`config.mk`:
```
export PLATFORM = sky130hd
export DESIGN_NAME = comparator_control
export DESIGN_NICKNAME = d
export VERILOG_FILES = /design/src/hdl/comparator_pkg.sv /design/src/hdl/edge_event_if.sv /design/src/hdl/comparator_control.sv /design/src/hdl/comparator_edge_detect.sv
export SDC_FILE = /design/constraint.sdc
export NUM_CORES = 1
export LEC_CHECK = 0
export ABC_AREA = 1
export BUFFER_PORTS_ARGS = -buffer_cell sky130_fd_sc_hd__buf_2
export CELL_PAD_IN_SITES_DETAIL_PLACEMENT = 1
export CELL_PAD_IN_SITES_GLOBAL_PLACEMENT = 1
export CORE_MARGIN = 1.5
export CORE_UTILIZATION = 30
export CTS_CLUSTER_DIAMETER = 40
export CTS_CLUSTER_SIZE = 20
export DETAILED_ROUTE_END_ITERATION = 16
export PLACE_DENSITY = 0.9
export SLEW_MARGIN = 25
export SYNTH_ARGS = -nofsm -noshare
export SYNTH_HDL_FRONTEND = slang
export SYNTH_SLANG_ARGS = --single-unit
```
`constraint.sdc`:
```
create_clock -name sys_clk -period 2.1 [get_ports sys_clk]
set_input_delay 0.21 -clock sys_clk [delete_from_list [all_inputs] [get_ports sys_clk]]
set_output_delay 0.21 -clock sys_clk [all_outputs]
set_load 0.02 [all_outputs]
```
`src/hdl/comparator_pkg.sv`:
```
// Purpose: constants and types shared by the comparator control block
// Assumes: 32-bit apb data, one aligned word per register
// Notes: offsets of all registers are local choices
package comparator_pkg;
    localparam logic [11:0] CONTROL_OFFSET = 12'h000;
    localparam logic [11:0] IRQ_STATUS_OFFSET = 12'h004;
    localparam logic [11:0] IRQ_MASK_OFFSET = 12'h008;
    localparam int ENABLE_BIT = 15;
    localparam int PIN_ENABLE_BIT = 14;
    localparam int INVERT_BIT = 13;
    localparam int RESULT_BIT = 8;
    localparam int EDGE_SEL_LSB = 6;
    localparam int PLUS_SEL_BIT = 4;
    localparam int MINUS_SEL_LSB = 0;
    // writable bits: 15..13, 7..6, 4, 1..0
    localparam logic [31:0] CONTROL_WRITE_MASK = 32'h0000_e0d3;
    localparam logic [31:0] CONTROL_RESET = 32'h0000_00c3;
    localparam logic [1:0] EDGE_NONE = 2'h0;
    localparam logic [1:0] EDGE_RISE = 2'h1;
    localparam logic [1:0] EDGE_FALL = 2'h2;
    localparam logic [1:0] EDGE_BOTH = 2'h3;
    localparam logic [1:0] MINUS_PIN_B = 2'h0;
    localparam logic [1:0] MINUS_PIN_C = 2'h1;
    localparam logic [1:0] MINUS_PIN_D = 2'h2;
    localparam logic [1:0] MINUS_BAND = 2'h3;
    typedef enum {ST_IDLE, ST_ACCESS} apb_state_t;
endpackage : comparator_pkg

```
`src/hdl/edge_event_if.sv`:
```
// Purpose: carries sampled result and edge select to the edge detector
// Assumes: single clock
// Notes: none
`timescale 1ns/1ns
`default_nettype none
interface edge_event_if;
    logic level;
    logic [1:0] edgeSelect;
    logic eventPulse;
    modport control (output level, output edgeSelect, input eventPulse);
    modport detector (input level, input edgeSelect, output eventPulse);
endinterface : edge_event_if
`default_nettype wire

```
`src/hdl/comparator_control.sv`:
```
// Purpose: control and status logic around one analog comparator
// Assumes: apb slave, comparator output synchronous to sys_clk
// Notes: analog switches are steered by the select outputs
//
// Summary of operation
// enable bit 15 switches comparator on, other fields untouched
// clearing enable powers comparator down, other fields kept
// output-pin enable bit 14 drives result onto the output pin
// invert bit 13 inverts the result before presenting it
// read-only bit 8 shows the current comparator result
// edge select 7:6: 11 both, 10 falling, 01 rising, 00 off
// inversion also applies to the edge detector input
// plus select bit 4: 1 internal ladder reference, 0 pin A
// minus select 1:0: 11 band ref, 10 D, 01 C, 00 B
// unimplemented control bits ignore writes and read zero
// software avoids access the cycle after clearing enable
// result sampled each clock, edges found by compare, one-cycle pulse
`timescale 1ns/1ns
`default_nettype none
module comparator_control
    import comparator_pkg::*;
(
    input wire logic sys_clk,
    input wire logic rst,
    input wire logic psel,
    input wire logic penable,
    input wire logic pwrite,
    input wire logic [11:0] paddr,
    input wire logic [31:0] pwdata,
    output logic [31:0] prdata,
    output logic pready,
    output logic pslverr,
    input wire logic analogResult,
    output logic comparatorEnable,
    output logic plusSelectLadder,
    output logic [3:0] minusSelect,
    output logic comparePinOut,
    output logic comparePinOe,
    output logic irq
);
    // ****************************************
    // registers
    // ****************************************
    logic [31:0] control;
    logic irqStatus;
    logic irqMask;
    logic result;
    logic setupPhase;
    logic accessWrite;
    logic eventPulse;
    edge_event_if ev ();

    function automatic logic hit(input logic [11:0] a, input logic [11:0] o);
        hit = (a == o);
    endfunction : hit

    assign setupPhase = psel & ~penable;
    assign accessWrite = psel & penable & pwrite;
    assign pready = 1'b1;
    assign pslverr = psel & penable & ~hit(paddr, CONTROL_OFFSET)
        & ~hit(paddr, IRQ_STATUS_OFFSET) & ~hit(paddr, IRQ_MASK_OFFSET);

    // masked write keeps unimplemented bits zero
    always_ff @(posedge sys_clk or posedge rst) begin
        if (rst) begin
            control <= CONTROL_RESET;
        end else if (accessWrite && hit(paddr, CONTROL_OFFSET)) begin
            control <= pwdata & CONTROL_WRITE_MASK;
        end
    end

    always_ff @(posedge sys_clk or posedge rst) begin
        if (rst) begin
            irqMask <= 1'b0;
        end else if (accessWrite && hit(paddr, IRQ_MASK_OFFSET)) begin
            irqMask <= pwdata[0];
        end
    end

    // ****************************************
    // result path
    // ****************************************
    // sampled and optionally inverted; off reads zero
    always_ff @(posedge sys_clk or posedge rst) begin
        if (rst) begin
            result <= 1'b0;
        end else begin
            result <= control[ENABLE_BIT]
                & (analogResult ^ control[INVERT_BIT]);
        end
    end

    // detector sees the inverted result
    assign ev.level = result;
    assign ev.edgeSelect = control[EDGE_SEL_LSB +: 2];
    assign eventPulse = ev.eventPulse;

    comparator_edge_detect u_edge (
        .sys_clk(sys_clk),
        .rst(rst),
        .ev(ev)
    );

    // set wins over a write-one clear in the same cycle
    always_ff @(posedge sys_clk or posedge rst) begin
        if (rst) begin
            irqStatus <= 1'b0;
        end else if (eventPulse) begin
            irqStatus <= 1'b1;
        end else if (accessWrite && hit(paddr, IRQ_STATUS_OFFSET)
                     && pwdata[0]) begin
            irqStatus <= 1'b0;
        end
    end

    assign irq = irqStatus & irqMask;

    // ****************************************
    // analog steering and pin
    // ****************************************
    // power control
    assign comparatorEnable = control[ENABLE_BIT];
    // positive input route
    assign plusSelectLadder = control[PLUS_SEL_BIT];

    // one-hot minus input route
    always_comb begin
        case (control[MINUS_SEL_LSB +: 2])
            MINUS_PIN_B: minusSelect = 4'h1;
            MINUS_PIN_C: minusSelect = 4'h2;
            MINUS_PIN_D: minusSelect = 4'h4;
            MINUS_BAND: minusSelect = 4'h8;
            default: minusSelect = 4'h1;
        endcase
    end

    // pin driven whenever bit 14 is set; value reads zero while enable bit 15 is clear
    always_ff @(posedge sys_clk or posedge rst) begin
        if (rst) begin
            comparePinOut <= 1'b0;
            comparePinOe <= 1'b0;
        end else begin
            comparePinOut <= control[ENABLE_BIT]
                & (analogResult ^ control[INVERT_BIT]);
            comparePinOe <= control[PIN_ENABLE_BIT];
        end
    end

    // ****************************************
    // read path
    // ****************************************
    // result bit merged into control readback
    always_ff @(posedge sys_clk or posedge rst) begin
        if (rst) begin
            prdata <= 32'h0000_0000;
        end else if (setupPhase && !pwrite) begin
            if (hit(paddr, CONTROL_OFFSET)) begin
                prdata <= control | ({31'h0000_0000, result} << RESULT_BIT);
            end else if (hit(paddr, IRQ_STATUS_OFFSET)) begin
                prdata <= {31'h0000_0000, irqStatus};
            end else if (hit(paddr, IRQ_MASK_OFFSET)) begin
                prdata <= {31'h0000_0000, irqMask};
            end else begin
                prdata <= 32'h0000_0000;
            end
        end
    end

    // ****************************************
    // checks
    // ****************************************
    a_reserved_zero: assert property (@(posedge sys_clk) disable iff (rst)
        (control & ~CONTROL_WRITE_MASK) == 32'h0000_0000)
        else $error("unimplemented control bit set");

    a_pin_enable: assert property (@(posedge sys_clk) disable iff (rst)
        comparePinOe == $past(control[PIN_ENABLE_BIT]))
        else $error("pin enable does not follow control");

    a_invert_path: assert property (@(posedge sys_clk) disable iff (rst)
        $past(control[ENABLE_BIT]) |->
        result == ($past(analogResult) ^ $past(control[INVERT_BIT])))
        else $error("result inversion wrong");

    a_off_keeps: assert property (@(posedge sys_clk) disable iff (rst)
        $fell(control[ENABLE_BIT]) |->
        control[14:0] == ($past(pwdata[14:0]) & CONTROL_WRITE_MASK[14:0]))
        else $error("fields lost on disable");

    a_on_enable: assert property (@(posedge sys_clk) disable iff (rst)
        accessWrite && hit(paddr, CONTROL_OFFSET) && pwdata[ENABLE_BIT]
        |=> comparatorEnable)
        else $error("enable not applied");

    a_minus_route: assert property (@(posedge sys_clk) disable iff (rst)
        control[1:0] == MINUS_BAND |-> minusSelect == 4'h8)
        else $error("band reference not routed");

    a_event_sets: assert property (@(posedge sys_clk) disable iff (rst)
        eventPulse |=> irqStatus && (!irqMask || irq))
        else $error("event lost");

    // ****************************************
    // further checks on steering, pin, interrupt and bus
    // ****************************************
    // a powered-down comparator must never report a high result
    a_result_off: assert property (@(posedge sys_clk) disable iff (rst)
        !$past(control[ENABLE_BIT]) |-> !result)
        else $error("result high while disabled");

    a_pin_value: assert property (@(posedge sys_clk) disable iff (rst)
        comparePinOut == ($past(control[ENABLE_BIT])
        & ($past(analogResult) ^ $past(control[INVERT_BIT]))))
        else $error("pin value wrong");

    a_enable_out: assert property (@(posedge sys_clk) disable iff (rst)
        comparatorEnable == control[ENABLE_BIT])
        else $error("enable output does not follow control");

    a_plus_route: assert property (@(posedge sys_clk) disable iff (rst)
        plusSelectLadder == control[PLUS_SEL_BIT])
        else $error("plus input route wrong");

    a_minus_pinb: assert property (@(posedge sys_clk) disable iff (rst)
        control[1:0] == MINUS_PIN_B |-> minusSelect == 4'h1)
        else $error("pin b not routed");

    a_minus_pinc: assert property (@(posedge sys_clk) disable iff (rst)
        control[1:0] == MINUS_PIN_C |-> minusSelect == 4'h2)
        else $error("pin c not routed");

    a_minus_pind: assert property (@(posedge sys_clk) disable iff (rst)
        control[1:0] == MINUS_PIN_D |-> minusSelect == 4'h4)
        else $error("pin d not routed");

    // two switches closed at once would short two inputs together
    a_minus_onehot: assert property (@(posedge sys_clk) disable iff (rst)
        $onehot(minusSelect))
        else $error("minus route not one-hot");

    a_status_clear: assert property (@(posedge sys_clk) disable iff (rst)
        accessWrite && hit(paddr, IRQ_STATUS_OFFSET) && pwdata[0]
        && !eventPulse |=> !irqStatus)
        else $error("status not cleared");

    a_irq_masked: assert property (@(posedge sys_clk) disable iff (rst)
        !irqMask |-> !irq)
        else $error("masked interrupt raised");

    a_read_upper: assert property (@(posedge sys_clk) disable iff (rst)
        setupPhase && !pwrite && hit(paddr, CONTROL_OFFSET)
        |=> prdata[31:16] == 16'h0000)
        else $error("upper control bits read nonzero");

    a_read_gaps: assert property (@(posedge sys_clk) disable iff (rst)
        setupPhase && !pwrite && hit(paddr, CONTROL_OFFSET)
        |=> prdata[12:9] == 4'h0 && !prdata[5] && prdata[3:2] == 2'h0)
        else $error("unimplemented control bits read nonzero");

    a_pin_oe_off: assert property (@(posedge sys_clk) disable iff (rst)
        !$past(control[PIN_ENABLE_BIT]) |-> !comparePinOe)
        else $error("pin driven while disabled");

    a_read_result: assert property (@(posedge sys_clk) disable iff (rst)
        setupPhase && !pwrite && hit(paddr, CONTROL_OFFSET)
        |=> prdata[RESULT_BIT] == $past(result))
        else $error("result bit read wrong");
endmodule : comparator_control
`default_nettype wire

```
`src/hdl/comparator_edge_detect.sv`:
```
// Purpose: edge detector that raises a one-cycle event on a chosen edge
// Assumes: level is already synchronous to sys_clk
// Notes: previous sample held in one flip-flop
`timescale 1ns/1ns
`default_nettype none
module comparator_edge_detect
    import comparator_pkg::*;
(
    input wire logic sys_clk,
    input wire logic rst,
    edge_event_if.detector ev
);
    logic prevLevel;
    logic pulse;

    always_ff @(posedge sys_clk or posedge rst) begin
        if (rst) begin
            prevLevel <= 1'b0;
        end else begin
            prevLevel <= ev.level;
        end
    end

    // edge select decode
    always_comb begin
        case (ev.edgeSelect)
            EDGE_RISE: pulse = ev.level & ~prevLevel;
            EDGE_FALL: pulse = ~ev.level & prevLevel;
            EDGE_BOTH: pulse = ev.level ^ prevLevel;
            default: pulse = 1'b0;
        endcase
    end

    // one-cycle request
    always_ff @(posedge sys_clk or posedge rst) begin
        if (rst) begin
            ev.eventPulse <= 1'b0;
        end else begin
            ev.eventPulse <= pulse;
        end
    end

    // pulse lasts one cycle unless the level keeps toggling
    a_pulse_single: assert property (@(posedge sys_clk) disable iff (rst)
        ev.eventPulse && $stable(ev.level) |=> !ev.eventPulse)
        else $error("event pulse longer than one cycle");

    a_rise_only: assert property (@(posedge sys_clk) disable iff (rst)
        ev.edgeSelect == EDGE_RISE && $fell(ev.level)
        && $stable(ev.edgeSelect) |=> !ev.eventPulse)
        else $error("rising select fired on falling edge");

    a_fall_only: assert property (@(posedge sys_clk) disable iff (rst)
        ev.edgeSelect == EDGE_FALL && $rose(ev.level)
        && $stable(ev.edgeSelect) |=> !ev.eventPulse)
        else $error("falling select fired on rising edge");

    a_none_quiet: assert property (@(posedge sys_clk) disable iff (rst)
        ev.edgeSelect == EDGE_NONE |=> !ev.eventPulse)
        else $error("event raised while disabled");
endmodule : comparator_edge_detect
`default_nettype wire

```
==> flow_summary_export.csv, run 1 <==
group,metric,value,unit
route,first_pass_iters,4,
flow_run,cap_violations,0,
cells_and_area,fill_cells,561,
global_route,gr-total-overflow,0,
route,wl_per_cell,11.39,µm
clock_network,cts.clk_slew.worst_paths,80,ps
route,wirelength,2.892,mm
sta,setup_violations,0,
clock_network,clk_latency,260,ps
floorplan,die_h,70.02,µm
sta,maxSlewViolCount,0,
placement,placed_cells_incl_taps,250,
clock_network,cts_buffer_depth,2,
setup_path,cp.arrival,1180,ps
route,route.detailed.drc,0,
route,dr_total_vias,1086,
power_and_ir_drop,power_frac_clock,33.1,%
cells_and_area,final_common_cell,"buf_2",
setup_path,crit_top_cell,"buf_2",
setup_path,cp.required,1890,ps
global_route,grt_pass1_wl,4.961,mm
cells_and_area,final_cell_count_no_fill,254,
power_and_ir_drop,power.internal,0.0006014,W
route,first_iter_violations,37,
clock_network,clockRootBuffer,"clkbuf_8",
floorplan,dieArea,4903,µm²
cells_and_area,ff_latch_area,580.6,µm²
sta,grt_setup_unrepaired,"no",
setup_path,max_stage_delay,210,ps
global_route,grt_usage,12.48,%
power_and_ir_drop,power_frac_seq,54.6,%
cells_and_area,n_antenna_cell,0,
placement,dpl_cell_area,1530,µm²
power_and_ir_drop,p_sw,0.0002104,W
setup_path,crit_slowest_cell,"nor3_1",
cells_and_area,area_growth,16.90,%
power_and_ir_drop,power.density,515.4,nW/µm²
global_route,antenna_found_initial,0,
setup_path,crit_type,"in2out",
floorplan,ios,93,
sta,clock.fmax,720.4,MHz
placement,place_congestion,0.7247,
setup_path,rr_worst_depth,5,
setup_path,end_kind,"output pin",
power_and_ir_drop,leakage,0.8908,nW
min_path,hp-class,"in2async",
cells_and_area,final_area,1575,µm²
run_status,status,"finished clean",
floorplan,std_cell_rows,24,
cells_and_area,drive_above_1_share,32.67,%
setup_path,critPathLaunchType,"input port",
route,antenna_left,0,
sta,setup_tns,0,ps
clock_network,ctsResizeCount,0,
power_and_ir_drop,netSwitchingFraction,25.92,%
power_and_ir_drop,vdd_drop_max,146.2,µV
clock_network,htreeDepth,1,
global_route,grt_pass1_vias,1091,
logic_synthesis,synth-seq-cells,23,
floorplan,die_width,70.02,µm
clock_network,cts_tree,"done",
route,vias_per_cell,4.276,
clock_network,post_cts_buffers,0,
sta,period_needed,1388,ps
sta,slew_headroom,45.06,%
power_and_ir_drop,comb_power_share,12.2,%
placement,hpwl,2.360,mm
placement,port_buffers,44,
sta,finalHoldViolCount,0,
sta,timing.final.crit_share,66.10,%
setup_path,reg2reg_from,"comparePinOut$_DFF_PP0_",
floorplan,start_util,31.16,%
logic_synthesis,syn-cell-area,1348,µm²
setup_path,cp_cell_sequence,"buf_2 > nor2_1 > nand2_1 > nor2_8 > nand2_8 > clkinv_8 > nor3_1 > buf_2",
sta,fin_skew,0.9771,ps
setup_path,critPathLaunch,"paddr[6]",
cells_and_area,nets,255,
clock_network,hold_buffers,0,
cells_and_area,final_cell_mix,"44 x buf_2, 39 x nand2_1, 24 x conb_1, 19 x dfrtp_1, 13 x nand3_1",
logic_synthesis,synthCells,157,
logic_synthesis,synth_cell_type_count,26,
clock_network,cts_buffers,3,
global_route,grt_start_max_net_pins,24,
floorplan,coreArea,4324,µm²
logic_synthesis,syn_avg_cell_area,8.583,µm²
setup_path,cp_max_fo,10,
logic_synthesis,synth-warning-count,0,
logic_synthesis,synth_seq_area_share,43.08,%
sta,tightestPinTransition,819.0,ps
clock_network,numClockSinks,23,
cells_and_area,multi_input_area,591.8,µm²
[kinds of logic after synthesis]
| family | share of synthesized area (%) |
|---|---|
| fa+ha+maj | 1.857 |
| simple gates | 27.11 |
| compound gates | 8.265 |
| buf+inv | 19.13 |
| other cells | 0.5573 |
| flops | 43.08 |
[worst max-delay path: cells and delay by family]
kind                   cells  cell delay (ps)
buffers and inverters      3              370
AND/OR/NAND/NOR            5              580
[state kept, by name (all words and copies together), names as in the netlist]
| register | count |
|---|---|
| irqStatus | 1 |
| u_edge.prevLevel | 1 |
| irqMask | 1 |
| u_edge.ev.eventPulse | 1 |
| comparePinOut | 1 |
| control | 8 |
| comparePinOe | 1 |
| prdata | 9 |
[synthesized netlist by cell type]
| cell type | count | area, µm² |
|---|---|---|
| buf_2 | 1 | 5.000 |
| nand2_2 | 2 | 12.51 |
| conb_1 | 2 | 7.510 |
| nor3_1 | 1 | 5.000 |
| dfrtp_1 | 19 | 475.5 |
| nand4_1 | 1 | 6.260 |
| a21oi_1 | 2 | 10.01 |
| ha_1 | 2 | 25.02 |
| nand2_8 | 2 | 40.04 |
| dfstp_2 | 4 | 105.1 |
| nor2_8 | 1 | 20.02 |
| o21ai_0 | 2 | 10.01 |
| nor2_4 | 2 | 22.52 |
| buf_4 | 24 | 180.2 |
| nand3_1 | 13 | 65.06 |
| nand2_1 | 39 | 146.4 |
| clkinv_8 | 1 | 16.27 |
| o31ai_2 | 3 | 37.54 |
| o21ai_2 | 1 | 8.760 |
| and2_1 | 1 | 6.260 |
| o21ai_1 | 6 | 30.03 |
| nor2_1 | 11 | 41.29 |
| inv_1 | 12 | 45.04 |
| inv_2 | 3 | 11.26 |
| o21a_1 | 1 | 7.510 |
| a21o_1 | 1 | 7.510 |
[power groups by stage]
| stage | sequential [W] | clock [W] | combinational (W) |
|---|---|---|---|
| 3_3_place_gp | 0.000452 | 0 | 0.0000972 |
| 4_1_cts | 0.000443 | 0.000280 | 0.0000999 |
| 2_1_floorplan | 0.000452 | 0 | 0.000101 |
| 6_report | 0.000443 | 0.000269 | 0.0000994 |
| 5_1_grt | 0.000444 | 0.000294 | 0.000111 |
| 3_5_place_dp | 0.000452 | 0 | 0.0000998 |
[worst paths after layout]
kind / endpoint / slack, ps
setup / recovery: pslverr / 710
hold / removal: prdata[7]$_DFFE_PP0P_ / 3
setup reg to reg: u_edge.ev.eventPulse$_DFF_PP0_ / 960
hold reg to reg: comparePinOe$_DFF_PP0_ / 410
max in group asynchronous: prdata[4]$_DFFE_PP0P_ / 1710
min in group sys_clk: comparePinOut$_DFF_PP0_ / 130
[final cells by class]
class	count	area share, %
Multi-Input combinational cell	115	37.57
Tap cell	52	4.130
Inverter	16	4.607
Timing Repair Buffer	44	13.98
Clock buffer	4	2.859
Sequential cell	23	36.85
[routing by layer]
layer  vias to the layer above  GRT usage, %  share of wire, %  routed length (µm)
li1                        540             -                 -                   -
met1                       512         16.32                43                1241
met2                        32         21.59                52                1514
met3                         2         1.876               4.0                 117
met4                         0         3.205              0.66                  19
met5                         -             0                 0                   0
[stage by stage]
stage | util, % | setup slack (ps) | power [W] | hold WS [ps]
floorplan | - | 759.8 | 0.0005530 | 209.0
global placement | 35.39 | 750.1 | 0.0005491 | 388.4
detailed placement | 35.39 | 696.9 | 0.0005518 | 393.9
CTS | 36.43 | 694.2 | 0.0008237 | 127.0
global route | 36.43 | 609.1 | 0.0008482 | 70.57
finish | 36.43 | 711.9 | 0.0008118 | 2.887
(Power assumes the default switching activity.)
==> inputs of run 2 (changes only) <==
Settings changed: ABC_AREA 1 to 0, CORE_UTILIZATION 30 to 28, PLACE_DENSITY 0.9 to 0.84.
Clock period 2.1 ns to 1.3 ns, I/O delays scaled along.
==> flow_summary_export.csv, run 2 <==
group,metric,value,unit
route,dr_total_vias,995,
logic_synthesis,yosys.area.top_type_share,36.43,%
sta,finalHoldViolCount,0,
logic_synthesis,synth_area_leaders,"dfrtp_1 36%, buf_4 14%, mux2_4 9.2%",
clock_network,numClockSinks,23,
floorplan,dieArea,5079,µm²
power_and_ir_drop,power.density,818.9,nW/µm²
placement,pre_cts_ws,-113.1,ps
cells_and_area,drive_above_1_share,43.17,%
logic_synthesis,yosys.cell_count.top_type,"buf_4",
cells_and_area,reg.largest.list,"prdata (9), control (8)",
clock_network,htreeDepth,1,
global_route,grt_pass1_vias,1001,
floorplan,ios,93,
clock_network,clockRootBuffer,"clkbuf_8",
global_route,grt_pass1_wl,4.636,mm
setup_path,cp.arrival,1130,ps
sta,setup_slack,35.92,ps
global_route,gr-total-overflow,0,
route,first_iter_violations,18,
setup_path,path_buf_inv,1,
setup_path,max_stage_delay,570,ps
logic_synthesis,synth-edff-count,0,
setup_path,crit_family,"flip-flops",
logic_synthesis,synth_seq_area_share,44.49,%
min_path,min_to,"control[7]$_DFFE_PP1P_",
cells_and_area,largest_reg_flops,9,
clock_network,cts_buffer_depth,2,
sta,timing.final.crit_share,97.24,%
sta,setup_violations,0,
sta,period_needed,1264,ps
sta,grt_setup_unrepaired,"yes",
setup_path,r2r_setup_slack,160,ps
logic_synthesis,synth_ff_type,"dfrtp_1",
cells_and_area,fill_cells,543,
clock_network,cts.clk_slew.worst_paths,80,ps
logic_synthesis,synth_common_cells,"24 x buf_4, 20 x nand2_1, 19 x dfrtp_1, 9 x o21ai_0, 8 x mux2_4",
floorplan,start_util,29.56,%
cells_and_area,final_cell_mix,"42 x buf_2, 24 x conb_1, 20 x nand2_1, 19 x dfrtp_1, 16 x buf_4",
logic_synthesis,synthCells,124,
min_path,hp-class,"in2reg",
sta,fin_skew,0.8643,ps
logic_synthesis,yosys.area.top_type,"dfrtp_1",
placement,place_congestion,0.7632,
setup_path,rr_worst_depth,5,
logic_synthesis,synth-async-reset-ratio,100.0,%
cells_and_area,area_growth,25.89,%
route,first_pass_iters,3,
cells_and_area,regMostFlops,"prdata",
route,wirelength,2.911,mm
placement,port_buffers,44,
logic_synthesis,syn_avg_cell_area,10.52,µm²
setup_path,cp_cell_sequence,"nor2b_1 > buf_4",
flow_run,cap_violations,0,
global_route,grt_usage,11.82,%
clock_network,clk_latency,270,ps
sta,maxSlewViolCount,0,
setup_path,crit_slowest_cell,"dfstp_2",
logic_synthesis,synth-warning-count,0,
setup_path,end_kind,"output pin",
logic_synthesis,synth_cell_type_count,34,
floorplan,coreArea,4414,µm²
power_and_ir_drop,vdd_drop_max,323.6,µV
cells_and_area,final_area,1643,µm²
min_path,min-delay-start,"pwdata[7]",
setup_path,cp_max_fo,5,
floorplan,die_width,71.27,µm
power_and_ir_drop,leakage,0.8553,nW
setup_path,timing.rr.end,"u_edge.ev.eventPulse$_DFF_PP0_",
route,antenna_left,0,
cells_and_area,final_common_cell,"buf_2",
run_status,status,"finished clean",
floorplan,die_h,71.27,µm
clock_network,cts_tree,"done",
sta,setup_tns,0,ps
global_route,grt_start_max_net_pins,24,
placement,dpl_cell_area,1567,µm²
global_route,antenna_found_initial,0,
sta,fin_worst_hold_slack,86.73,ps
cells_and_area,n_antenna_cell,0,
floorplan,std_cell_rows,24,
route,route.detailed.drc,0,
cells_and_area,final_core_util,37.22,%
min_path,hold_depth,2,
route,wl_per_cell,12.39,µm
logic_synthesis,syn-cell-area,1305,µm²
setup_path,crit_type,"reg2out",
setup_path,critPathLaunchType,"flip-flop",
route,vias_per_cell,4.234,
placement,hpwl,2.330,mm
logic_synthesis,synth-seq-cells,23,
setup_path,reg2reg_from,"comparePinOut$_DFF_PP0_",
cells_and_area,nets,236,
clock_network,cts_buffers,3,
sta,clock.fmax,791.1,MHz
setup_path,cp.required,1170,ps
## run 2: final cells by class
cell class | instances | area [µm²] | share of cell area, %
timing repair buffer | 59 | 340.3 | 20.72
inverter | 3 | 11.26 | 0.6855
sequential | 23 | 580.6 | 35.34
clock inverter | 1 | 5.005 | 0.3046
tap | 52 | 65.06 | 3.960
multi-input combinational | 94 | 599.3 | 36.48
clock buffer | 3 | 41.29 | 2.513
## run 2: worst max-delay path by stage
stage | startpoint | to | depth (start not counted)
4_1_cts | control[0]$_DFFE_PP1P_ | minusSelect[1] | 2
2_1_floorplan | paddr[9] | control[13]$_DFFE_PP0P_ | 4
3_3_place_gp | paddr[9] | control[14]$_DFFE_PP0P_ | 5
6_report | control[0]$_DFFE_PP1P_ | minusSelect[1] | 2
5_1_grt | control[0]$_DFFE_PP1P_ | minusSelect[1] | 2
3_5_place_dp | paddr[9] | control[4]$_DFFE_PP0P_ | 5
## run 2: cells by family (layout without fill, tap and decap cells)
| logic type | after synthesis | after routing | synth area share, % |
|---|---|---|---|
| AND/OR/NAND/NOR | 43 | 43 | 19.46 |
| buffers and inverters | 29 | 66 | 15.91 |
| flip-flops | 23 | 23 | 44.49 |
| AO/OA/AOI/OAI | 14 | 14 | 6.136 |
| multiplexers | 10 | 10 | 10.83 |
| adder cells (fa/ha/maj) | 2 | 2 | 1.917 |
| other | 2 | 24 | 0.5755 |
| XOR/XNOR | 1 | 1 | 0.6713 |
## run 2: power by group
part / leakage (nW) / internal (W) / switching, W
combinational: 0.528 / 0.0000554 / 0.000124
clock: 0.0255 / 0.000215 / 0.000235
sequential: 0.302 / 0.000716 / 0.000000435
## run 2: what timing repair did
action | CTS | global route
hold endpoints to repair | 19 | 0
gates resized for setup | 1 | 1
hold buffers | 1 | 0
setup buffers | 2 | 0
endpoints found under the setup margin | 2 | 2
## run 2: per-stage QoR
stage	cells	power (W)
after floorplan	146	0.0008825
after CTS	235	0.001371
final	235	0.001345
after detailed placement	228	0.0009078
after global placement	228	0.0009050
after global routing	235	0.001415
## run 2: layer usage
metal	track usage [%]	wire length, µm
met5	0	0
met4	6.709	66
met3	1.547	170
met2	19.14	1382
met1	15.23	1292
